### src/shared/acrs_regs.vh
`ifndef ACRS_REGS_VH
`define ACRS_REGS_VH

// ****************************************
// register byte offsets
// ****************************************
`define ACRS_OFS_RES_LOW     8'h00
`define ACRS_OFS_RES_HIGH    8'h04
`define ACRS_OFS_CONTROL     8'h08
`define ACRS_OFS_STATUS      8'h0C
`define ACRS_OFS_SELECT      8'h10
`define ACRS_OFS_MASK        8'h14

// ****************************************
// channel_reference_select fields
// ****************************************
`define ACRS_SEL_RESERVED    7
`define ACRS_SEL_REF         6
`define ACRS_SEL_TOUCH_A     5
`define ACRS_SEL_TOUCH_B     4
`define ACRS_SEL_CHAN_HI     3
`define ACRS_SEL_CHAN_LO     0
`define ACRS_SEL_WMASK       8'h7F
`define ACRS_SEL_RESET       8'h00

// ****************************************
// channel codes
// ****************************************
`define ACRS_CHAN_GROUND     4'h8
`define ACRS_CHAN_BANDGAP    4'h9
`define ACRS_CHAN_TEMP       4'hA

// ****************************************
// control, status and mask fields
// ****************************************
`define ACRS_CTL_ENABLE      0
`define ACRS_CTL_START       1
`define ACRS_CTL_LEFT        2
`define ACRS_CTL_RESET       3'h0
`define ACRS_STS_DONE        0
`define ACRS_STS_RESET       1'h0
`define ACRS_MASK_RESET      1'h0

// ****************************************
// timing counts and result code limits
// ****************************************
`define ACRS_CONV_NORMAL     5'h0D
`define ACRS_CONV_LONG       5'h19
`define ACRS_CLK_DIV         4'h8
`define ACRS_CODE_ZERO       10'h000
`define ACRS_CODE_FULL       10'h3FF

`endif

### src/hw/acrs_conv_seq.v
`timescale 1ns/1ps
`include "acrs_regs.vh"

module acrs_conv_seq
(
   input  wire       clk_i,
   input  wire       srst_i,
   input  wire       ce_i,
   input  wire       tick_i,
   input  wire       start_i,
   input  wire       long_i,
   input  wire       abort_i,
   output wire       busy_o,
   output wire       last_o,
   output wire       done_o
);

   reg         busy_q;
   reg  [4:0]  cnt_q;
   reg  [4:0]  len_q;

   // ****************************************
   // converter cycle counter
   // ****************************************
   assign busy_o = busy_q;
   assign last_o = busy_q && (cnt_q == len_q - 5'h01);
   assign done_o = last_o && tick_i && !abort_i;

   always @(posedge clk_i)
   begin
      if (srst_i)
      begin
         busy_q <= 1'b0;
         cnt_q  <= 5'h00;
         len_q  <= `ACRS_CONV_NORMAL;
      end
      else if (ce_i)
      begin
         if (abort_i)
         begin
            busy_q <= 1'b0;
            cnt_q  <= 5'h00;
         end
         else if (!busy_q)
         begin
            if (start_i && tick_i)
            begin
               busy_q <= 1'b1;
               cnt_q  <= 5'h00;
               len_q  <= long_i ? `ACRS_CONV_LONG : `ACRS_CONV_NORMAL;
            end
         end
         else if (tick_i)
         begin
            if (last_o)
            begin
               busy_q <= 1'b0;
               cnt_q  <= 5'h00;
            end
            else
            begin
               cnt_q <= cnt_q + 5'h01;
            end
         end
      end
   end

endmodule

### src/hw/acrs_top.v
// The APB slave port was left to the implementer.
`timescale 1ns/1ps
`include "acrs_regs.vh"

// Functional notes
// - result is an unsigned 10-bit code, zero is ground, all ones full scale
// - after completion the code is readable through low and high result bytes
// - channel code 1010 routes and enables the temperature sensor
// - top bit of the selection register always reads zero
// - reference bit clear selects supply, set selects internal reference
// - reference change during a conversion waits until that conversion completes
// - conversion after a reference change takes 25 converter cycles
// - codes 0-7 external inputs, 8 ground, 9 internal reference, 10 temperature, rest reserved
// - channel change during a conversion waits until that conversion completes
// - every completion sets the done flag; the result is written only when not frozen
// - selection passes via a copy locked during conversion, free in last cycle
// - reading the low byte freezes results until the high byte is read
// - left-justify setting picks left or right aligned result presentation
module acrs_top
(
   input  wire        clk_i,
   input  wire        srst_i,
   input  wire        ce_i,
   input  wire        psel_i,
   input  wire        penable_i,
   input  wire        pwrite_i,
   input  wire [7:0]  paddr_i,
   input  wire [31:0] pwdata_i,
   output wire [31:0] prdata_o,
   output wire        pready_o,
   output wire        pslverr_o,
   input  wire [9:0]  conv_code_i,
   output wire [3:0]  input_channel_o,
   output wire        reference_internal_o,
   output wire        temperature_channel_en_o,
   output wire        conv_enable_o,
   output wire        conv_busy_o,
   output wire        conv_tick_o,
   output wire        irq_o
);

   // ****************************************
   // state
   // ****************************************
   reg  [7:0]  sel_q;
   reg  [7:0]  applied_q;
   reg  [2:0]  ctl_q;
   reg         start_pend_q;
   reg         first_q;
   reg         ref_changed_q;
   reg  [9:0]  result_q;
   reg         freeze_q;
   reg         done_flag_q;
   reg         mask_q;
   reg  [3:0]  div_q;
   reg  [31:0] prdata_q;
   reg         pslverr_q;

   wire        setup_w;
   wire        access_w;
   wire        wr_w;
   wire        rd_w;
   wire        tick_w;
   wire        busy_w;
   wire        last_w;
   wire        done_w;
   wire        long_w;
   wire        start_w;
   wire        abort_w;
   wire [15:0] present_w;

   reg  [31:0] rdmux_d;
   reg         hit_d;

   // ****************************************
   // helpers
   // ****************************************
   function [15:0] acrs_present;
      input [9:0] code;
      input       left;
      begin
         if (left)
         begin
            acrs_present = {code, 6'h00};
         end
         else
         begin
            acrs_present = {6'h00, code};
         end
      end
   endfunction

   function acrs_mapped;
      input [7:0] addr;
      begin
         case (addr)
            `ACRS_OFS_RES_LOW:  acrs_mapped = 1'b1;
            `ACRS_OFS_RES_HIGH: acrs_mapped = 1'b1;
            `ACRS_OFS_CONTROL:  acrs_mapped = 1'b1;
            `ACRS_OFS_STATUS:   acrs_mapped = 1'b1;
            `ACRS_OFS_SELECT:   acrs_mapped = 1'b1;
            `ACRS_OFS_MASK:     acrs_mapped = 1'b1;
            default:            acrs_mapped = 1'b0;
         endcase
      end
   endfunction

   // ****************************************
   // apb slave
   // ****************************************
   // zero wait states; read data is caught in the setup cycle
   assign setup_w   = psel_i && !penable_i;
   assign access_w  = psel_i && penable_i && ce_i;
   assign wr_w      = access_w && pwrite_i && acrs_mapped(paddr_i);
   assign rd_w      = access_w && !pwrite_i && acrs_mapped(paddr_i);
   assign pready_o  = 1'b1;
   assign prdata_o  = prdata_q;
   assign pslverr_o = pslverr_q && psel_i && penable_i;

   assign present_w = acrs_present(result_q, ctl_q[`ACRS_CTL_LEFT]);

   always @*
   begin
      rdmux_d = 32'h0000_0000;
      hit_d   = acrs_mapped(paddr_i);
      case (paddr_i)
         `ACRS_OFS_RES_LOW:
            rdmux_d = {24'h00_0000, present_w[7:0]};
         `ACRS_OFS_RES_HIGH:
            rdmux_d = {24'h00_0000, present_w[15:8]};
         `ACRS_OFS_CONTROL:
            rdmux_d = {29'h0000_0000, ctl_q[`ACRS_CTL_LEFT],
                       busy_w || start_pend_q, ctl_q[`ACRS_CTL_ENABLE]};
         `ACRS_OFS_STATUS:
            rdmux_d = {31'h0000_0000, done_flag_q};
         `ACRS_OFS_SELECT:
            rdmux_d = {24'h00_0000, 1'b0, sel_q[6:0]};
         `ACRS_OFS_MASK:
            rdmux_d = {31'h0000_0000, mask_q};
         default:
            rdmux_d = 32'h0000_0000;
      endcase
   end

   always @(posedge clk_i)
   begin
      if (srst_i)
      begin
         prdata_q  <= 32'h0000_0000;
         pslverr_q <= 1'b0;
      end
      else if (ce_i && setup_w)
      begin
         prdata_q  <= pwrite_i ? 32'h0000_0000 : rdmux_d;
         pslverr_q <= !hit_d;
      end
   end

   // ****************************************
   // software registers
   // ****************************************
   always @(posedge clk_i)
   begin
      if (srst_i)
      begin
         sel_q  <= `ACRS_SEL_RESET;
         ctl_q  <= `ACRS_CTL_RESET;
         mask_q <= `ACRS_MASK_RESET;
      end
      else if (ce_i && wr_w)
      begin
         case (paddr_i)
            `ACRS_OFS_SELECT:
               sel_q <= pwdata_i[7:0] & `ACRS_SEL_WMASK;
            `ACRS_OFS_CONTROL:
            begin
               ctl_q[`ACRS_CTL_ENABLE] <= pwdata_i[`ACRS_CTL_ENABLE];
               ctl_q[`ACRS_CTL_LEFT]   <= pwdata_i[`ACRS_CTL_LEFT];
            end
            `ACRS_OFS_MASK:
               mask_q <= pwdata_i[0];
            default:
               mask_q <= mask_q;
         endcase
      end
   end

   // ****************************************
   // converter clock and sequencing
   // ****************************************
   // fixed divide; the prescaler proper lives elsewhere
   assign tick_w  = ce_i && (div_q == `ACRS_CLK_DIV - 4'h1);
   assign abort_w = !ctl_q[`ACRS_CTL_ENABLE];
   assign start_w = start_pend_q && ctl_q[`ACRS_CTL_ENABLE];
   // first conversion or new reference runs long
   assign long_w  = first_q || ref_changed_q ||
                    (sel_q[`ACRS_SEL_REF] != applied_q[`ACRS_SEL_REF]);

   always @(posedge clk_i)
   begin
      if (srst_i)
      begin
         div_q <= 4'h0;
      end
      else if (ce_i)
      begin
         if (tick_w)
         begin
            div_q <= 4'h0;
         end
         else
         begin
            div_q <= div_q + 4'h1;
         end
      end
   end

   acrs_conv_seq u_seq
   (
      .clk_i   (clk_i),
      .srst_i  (srst_i),
      .ce_i    (ce_i),
      .tick_i  (tick_w),
      .start_i (start_w),
      .long_i  (long_w),
      .abort_i (abort_w),
      .busy_o  (busy_w),
      .last_o  (last_w),
      .done_o  (done_w)
   );

   always @(posedge clk_i)
   begin
      if (srst_i)
      begin
         start_pend_q  <= 1'b0;
         first_q       <= 1'b1;
         ref_changed_q <= 1'b0;
      end
      else if (ce_i)
      begin
         // start may come in the same write that enables
         if (wr_w && paddr_i == `ACRS_OFS_CONTROL && pwdata_i[`ACRS_CTL_START] && pwdata_i[`ACRS_CTL_ENABLE])
         begin
            start_pend_q <= 1'b1;
         end
         else if (abort_w)
         begin
            start_pend_q <= 1'b0;
            first_q      <= 1'b1;
         end
         else if (start_w && tick_w && !busy_w)
         begin
            start_pend_q <= 1'b0;
            first_q      <= 1'b0;
         end
         if (start_w && tick_w && !busy_w)
         begin
            ref_changed_q <= 1'b0;
         end
         else if ((!busy_w || last_w) && sel_q[`ACRS_SEL_REF] != applied_q[`ACRS_SEL_REF])
         begin
            ref_changed_q <= 1'b1;
         end
      end
   end

   // ****************************************
   // applied selection copy
   // ****************************************
   // locked while busy except in the last converter cycle, when the analog path may move
   always @(posedge clk_i)
   begin
      if (srst_i)
      begin
         applied_q <= `ACRS_SEL_RESET;
      end
      // copy runs when idle or in last cycle
      else if (ce_i && (!busy_w || last_w))
      begin
         applied_q <= sel_q;
      end
   end

   // channel code drives the analog mux
   assign input_channel_o          = applied_q[`ACRS_SEL_CHAN_HI:`ACRS_SEL_CHAN_LO];
   assign reference_internal_o     = applied_q[`ACRS_SEL_REF];
   assign temperature_channel_en_o = (input_channel_o == `ACRS_CHAN_TEMP);
   assign conv_enable_o            = ctl_q[`ACRS_CTL_ENABLE];
   assign conv_busy_o              = busy_w;
   assign conv_tick_o              = tick_w;

   // ****************************************
   // result and read freeze
   // ****************************************
   always @(posedge clk_i)
   begin
      if (srst_i)
      begin
         result_q <= `ACRS_CODE_ZERO;
         freeze_q <= 1'b0;
      end
      else if (ce_i)
      begin
         // raw 10-bit code captured at completion
         if (done_w && !freeze_q)
         begin
            result_q <= conv_code_i;
         end
         // low read locks, high read releases
         if (rd_w && paddr_i == `ACRS_OFS_RES_HIGH)
         begin
            freeze_q <= 1'b0;
         end
         else if (rd_w && paddr_i == `ACRS_OFS_RES_LOW)
         begin
            freeze_q <= 1'b1;
         end
      end
   end

   // ****************************************
   // done flag and interrupt
   // ****************************************
   always @(posedge clk_i)
   begin
      if (srst_i)
      begin
         done_flag_q <= `ACRS_STS_RESET;
      end
      else if (ce_i)
      begin
         if (done_w)
         begin
            done_flag_q <= 1'b1;
         end
         else if (wr_w && paddr_i == `ACRS_OFS_STATUS && pwdata_i[`ACRS_STS_DONE])
         begin
            done_flag_q <= 1'b0;
         end
      end
   end

   assign irq_o = done_flag_q && mask_q;

endmodule

### config.mk
export PLATFORM = sky130hd
export DESIGN_NAME = acrs_top
export DESIGN_NICKNAME = d
export VERILOG_FILES = /design/src/hw/acrs_conv_seq.v /design/src/hw/acrs_top.v
export VERILOG_INCLUDE_DIRS = /design/src /design/src/shared
export SDC_FILE = /design/constraint.sdc
export NUM_CORES = 1
export LEC_CHECK = 0
export BUFFER_PORTS_ARGS = -buffer_cell sky130_fd_sc_hd__clkbuf_2
export CORE_ASPECT_RATIO = 1.2
export CORE_MARGIN = 3
export CORE_UTILIZATION = 50
export DETAILED_ROUTE_END_ITERATION = 16
export PLACE_DENSITY = 0.8
export SETUP_SLACK_MARGIN = 0.05
export SLEW_MARGIN = 20
export SYNTH_ARGS = -nofsm -noshare
export SYNTH_HDL_FRONTEND = slang
export SYNTH_SLANG_ARGS = --single-unit
### constraint.sdc
create_clock -name clk_i -period 2.3 [get_ports clk_i]
set_input_delay 0.115 -clock clk_i [delete_from_list [all_inputs] [get_ports clk_i]]
set_output_delay 0.115 -clock clk_i [all_outputs]
set_load 0.005 [all_outputs]
==> flow_metrics.env <==
export IMPL_status="finished, final reports clean"
export IMPL_fill_cells=518
export IMPL_cts_tree="built"
export IMPL_dp_hpwl_mm=4.879
export IMPL_die_w_um=75.29
export IMPL_hold_buffers=0
export IMPL_yosysMostFrequentCell="dfxtp_1"
export IMPL_max_slew_worst_pin_slew_ns=0.9550
export IMPL_portBuffers=49
export IMPL_avgSynthCellArea_um2=8.572
export IMPL_clock_path_buffers=2
export IMPL_slew_violations=0
export IMPL_powerDensity_nw_per_um2=486.3
export IMPL_fin_nets=431
export IMPL_routabilityCongestion=0.8355
export IMPL_cts_repair_resized=0
export IMPL_switchingPower_mw=0.3708
export IMPL_swShare=0.2453
export IMPL_syn_area_um2=2880
export IMPL_dieArea_um2=6711
export IMPL_drive_above_1_share=0.1957
export IMPL_synthCells=336
export IMPL_firstDrtPassIters=4
export IMPL_yosys_most_used_dff="dfxtp_1"
export IMPL_internal_power_mw=1.141
export IMPL_synth_area_leaders="dfxtp_1 35%, mux2i_1 7.3%, buf_4 6.8%"
export IMPL_rsz0062_at_grt="no"
export IMPL_num_vias=2479
export IMPL_globalRouteOverflowTotal=0
export IMPL_period_minus_slack_ns=1.894
export IMPL_finalNonFillerCells=435
export IMPL_boundaryPins=100
export IMPL_max_cap_viol_count=0
export IMPL_grt_pass1_vias=2283
export IMPL_critPathCaptureType="flip-flop"
export IMPL_final_util=0.5710
export IMPL_combPwrFrac=0.077
export IMPL_grt_pass1_wl_mm=10.98
export IMPL_critPathKind="reg2reg"
export IMPL_synth_top_area_share=0.3545
export IMPL_initial_utilization=0.5292
export IMPL_p_seq_frac=0.588
export IMPL_grt_max_degree=58
export IMPL_antenna_found_initial=0
export IMPL_yosys_cell_types_count=53
export IMPL_slew_headroom=0.3633
export IMPL_vias_per_cell=5.699
export IMPL_cts_sinks=51
export IMPL_hold_violations=0
export IMPL_final_setup_viol_count=0
export IMPL_floorplan_rows=29
export IMPL_final_setup_skew_ns=0.005373
export IMPL_path_clk_slew_ns=0.09
export IMPL_fin_crit_sh=0.8233
export IMPL_holdPathStages=3
export IMPL_ys_seq_area_frac=0.3545
export IMPL_insertion_delay_ns=0.30
export IMPL_pwr_share_clk=0.335
export IMPL_grt_usage=0.2096
export IMPL_yosys_warnings=0
export IMPL_vdd_ir_drop_max_mv=0.2840
export IMPL_cts_max_level=2
export IMPL_numCtsBuffers=5
export IMPL_yosys_top_cells_count="51 x dfxtp_1, 30 x a21oi_1, 26 x buf_4, 22 x nor2_1, 21 x mux2i_1"
export IMPL_crit_fanout=10
export IMPL_dpl_cell_count=427
export IMPL_first_iter_violations=252
export IMPL_critPathLaunchType="flip-flop"
export IMPL_ys_async_sr_fraction=0
export IMPL_worstHoldPathType="in2reg"
export IMPL_p_leak_nw=1.320
export IMPL_crit_arrival_ns=2.04
export IMPL_crit_required_ns=2.45
export IMPL_post_cts_setup_buffers=0
export IMPL_synth_edff_count=0
export IMPL_fmax_mhz=528.1
export IMPL_drcViolationCount=0
export IMPL_die_y_um=89.14
export IMPL_num_antenna_cells=0
export IMPL_synth_top_area_cell="dfxtp_1"
export IMPL_setup_tns_ns=0
export IMPL_totalWireLength_mm=6.622
export IMPL_wire_per_inst_um=15.22
export IMPL_clk_root_buffer_cell="clkbuf_8"
export IMPL_area_growth_synth_to_final_pct=7.906
export IMPL_rr_worst_depth=6
export IMPL_coreArea_um2=5443
export IMPL_ys_ff_latch=51
export IMPL_ant_nets=0
-- placed cells by master, fill, tap and decap left out, types with 4 or more instances in the layout --
cell,synthesis,routed
a21oi_1,30,30
a22oi_1,5,5
a31oi_1,4,4
and2_1,6,6
and3_1,4,4
and3b_1,4,4
clkbuf_2,0,48
clkbuf_8,0,5
conb_1,2,25
dfxtp_1,51,51
inv_1,8,8
mux2i_1,21,21
nand2_1,20,20
nand2b_1,11,11
nand3b_1,5,5
nand4_1,16,16
nor2_1,22,22
nor3_1,5,5
o21ai_0,12,12
o31ai_1,12,12
xor2_1,5,5
-- power groups by stage --
stage	clock [mW]	sequential, mW	combinational, mW
2_1_floorplan	0	0.909	0.104
3_3_place_gp	0	0.910	0.111
3_5_place_dp	0	0.910	0.114
4_1_cts	0.511	0.889	0.114
5_1_grt	0.551	0.890	0.134
6_report	0.506	0.889	0.116
-- flip-flops by register name, indices dropped and copies added, names as in the netlist, 2 cells and up --
signal	count
ctl_q	2
u_seq.len_q	2
result_q	10
sel_q	7
u_seq.cnt_q	5
prdata_o	8
applied_q	5
div_q	4
-- routing by layer --
metal | GRT usage | part of all wire
met5 | 0 | 0
met4 | 0.05405 | 0.0098
met3 | 0.03712 | 0.032
met2 | 0.3653 | 0.54
met1 | 0.2648 | 0.42
-- cell type report --
| class | count | area (um^2) | share of cell area |
|---|---|---|---|
| Tap cell | 62 | 77.57 | 0.02496 |
| Inverter | 9 | 35.03 | 0.01127 |
| Clock inverter | 1 | 5.005 | 0.001610 |
| Multi-Input combinational cell | 254 | 1633 | 0.5254 |
| Sequential cell | 51 | 1021 | 0.3285 |
| Clock buffer | 7 | 76.32 | 0.02456 |
| Timing Repair Buffer | 51 | 260.3 | 0.08374 |
-- path summary, 6_finish.rpt --
path                                               start                       end  slack, ns
worst max-delay path               div_q[0]$_SDFFE_PP0P_  result_q[1]$_SDFFE_PP0P_       0.41
worst min-delay path                         pwdata_i[6]     sel_q[6]$_SDFFE_PP0P_       0.04
worst max register to register     div_q[0]$_SDFFE_PP0P_  result_q[1]$_SDFFE_PP0P_       0.41
worst min register to register  prdata_o[5]$_SDFFE_PP0P_  prdata_o[5]$_SDFFE_PP0P_       0.45
-- metrics by stage --
step           area [um^2]  setup WS (ns)  power [mW]  hold slack, ns
6_report              3108         0.4063       1.511         0.03687
5_1_grt               3108         0.2357       1.575         0.05992
4_1_cts               3108         0.4129       1.515         0.03671
3_5_place_dp          3027         0.4312       1.024          0.3583
3_3_place_gp          3027         0.5098       1.020          0.3437
2_1_floorplan         2967         0.6874       1.013          0.2589
-- cells by family after synthesis --
family,after synthesis,synth area share
XOR/XNOR,7,0.02129
multiplexers,23,0.08080
AND/OR/NAND/NOR,119,0.2498
buffers and inverters,54,0.1086
flip-flops,51,0.3545
other,2,0.002607
AO/OA/AOI/OAI,77,0.1694
adder cells (fa/ha/maj),3,0.01303
-- worst max-delay path: stages (launching register included) --
cell and delay, ns:
dfxtp_1 0.39, ha_1 0.18, nand4b_1 0.24, clkinv_2 0.21, nand4_2 0.27, o31ai_1 0.34
a21oi_1 0.10
(Power assumes the default switching activity.)
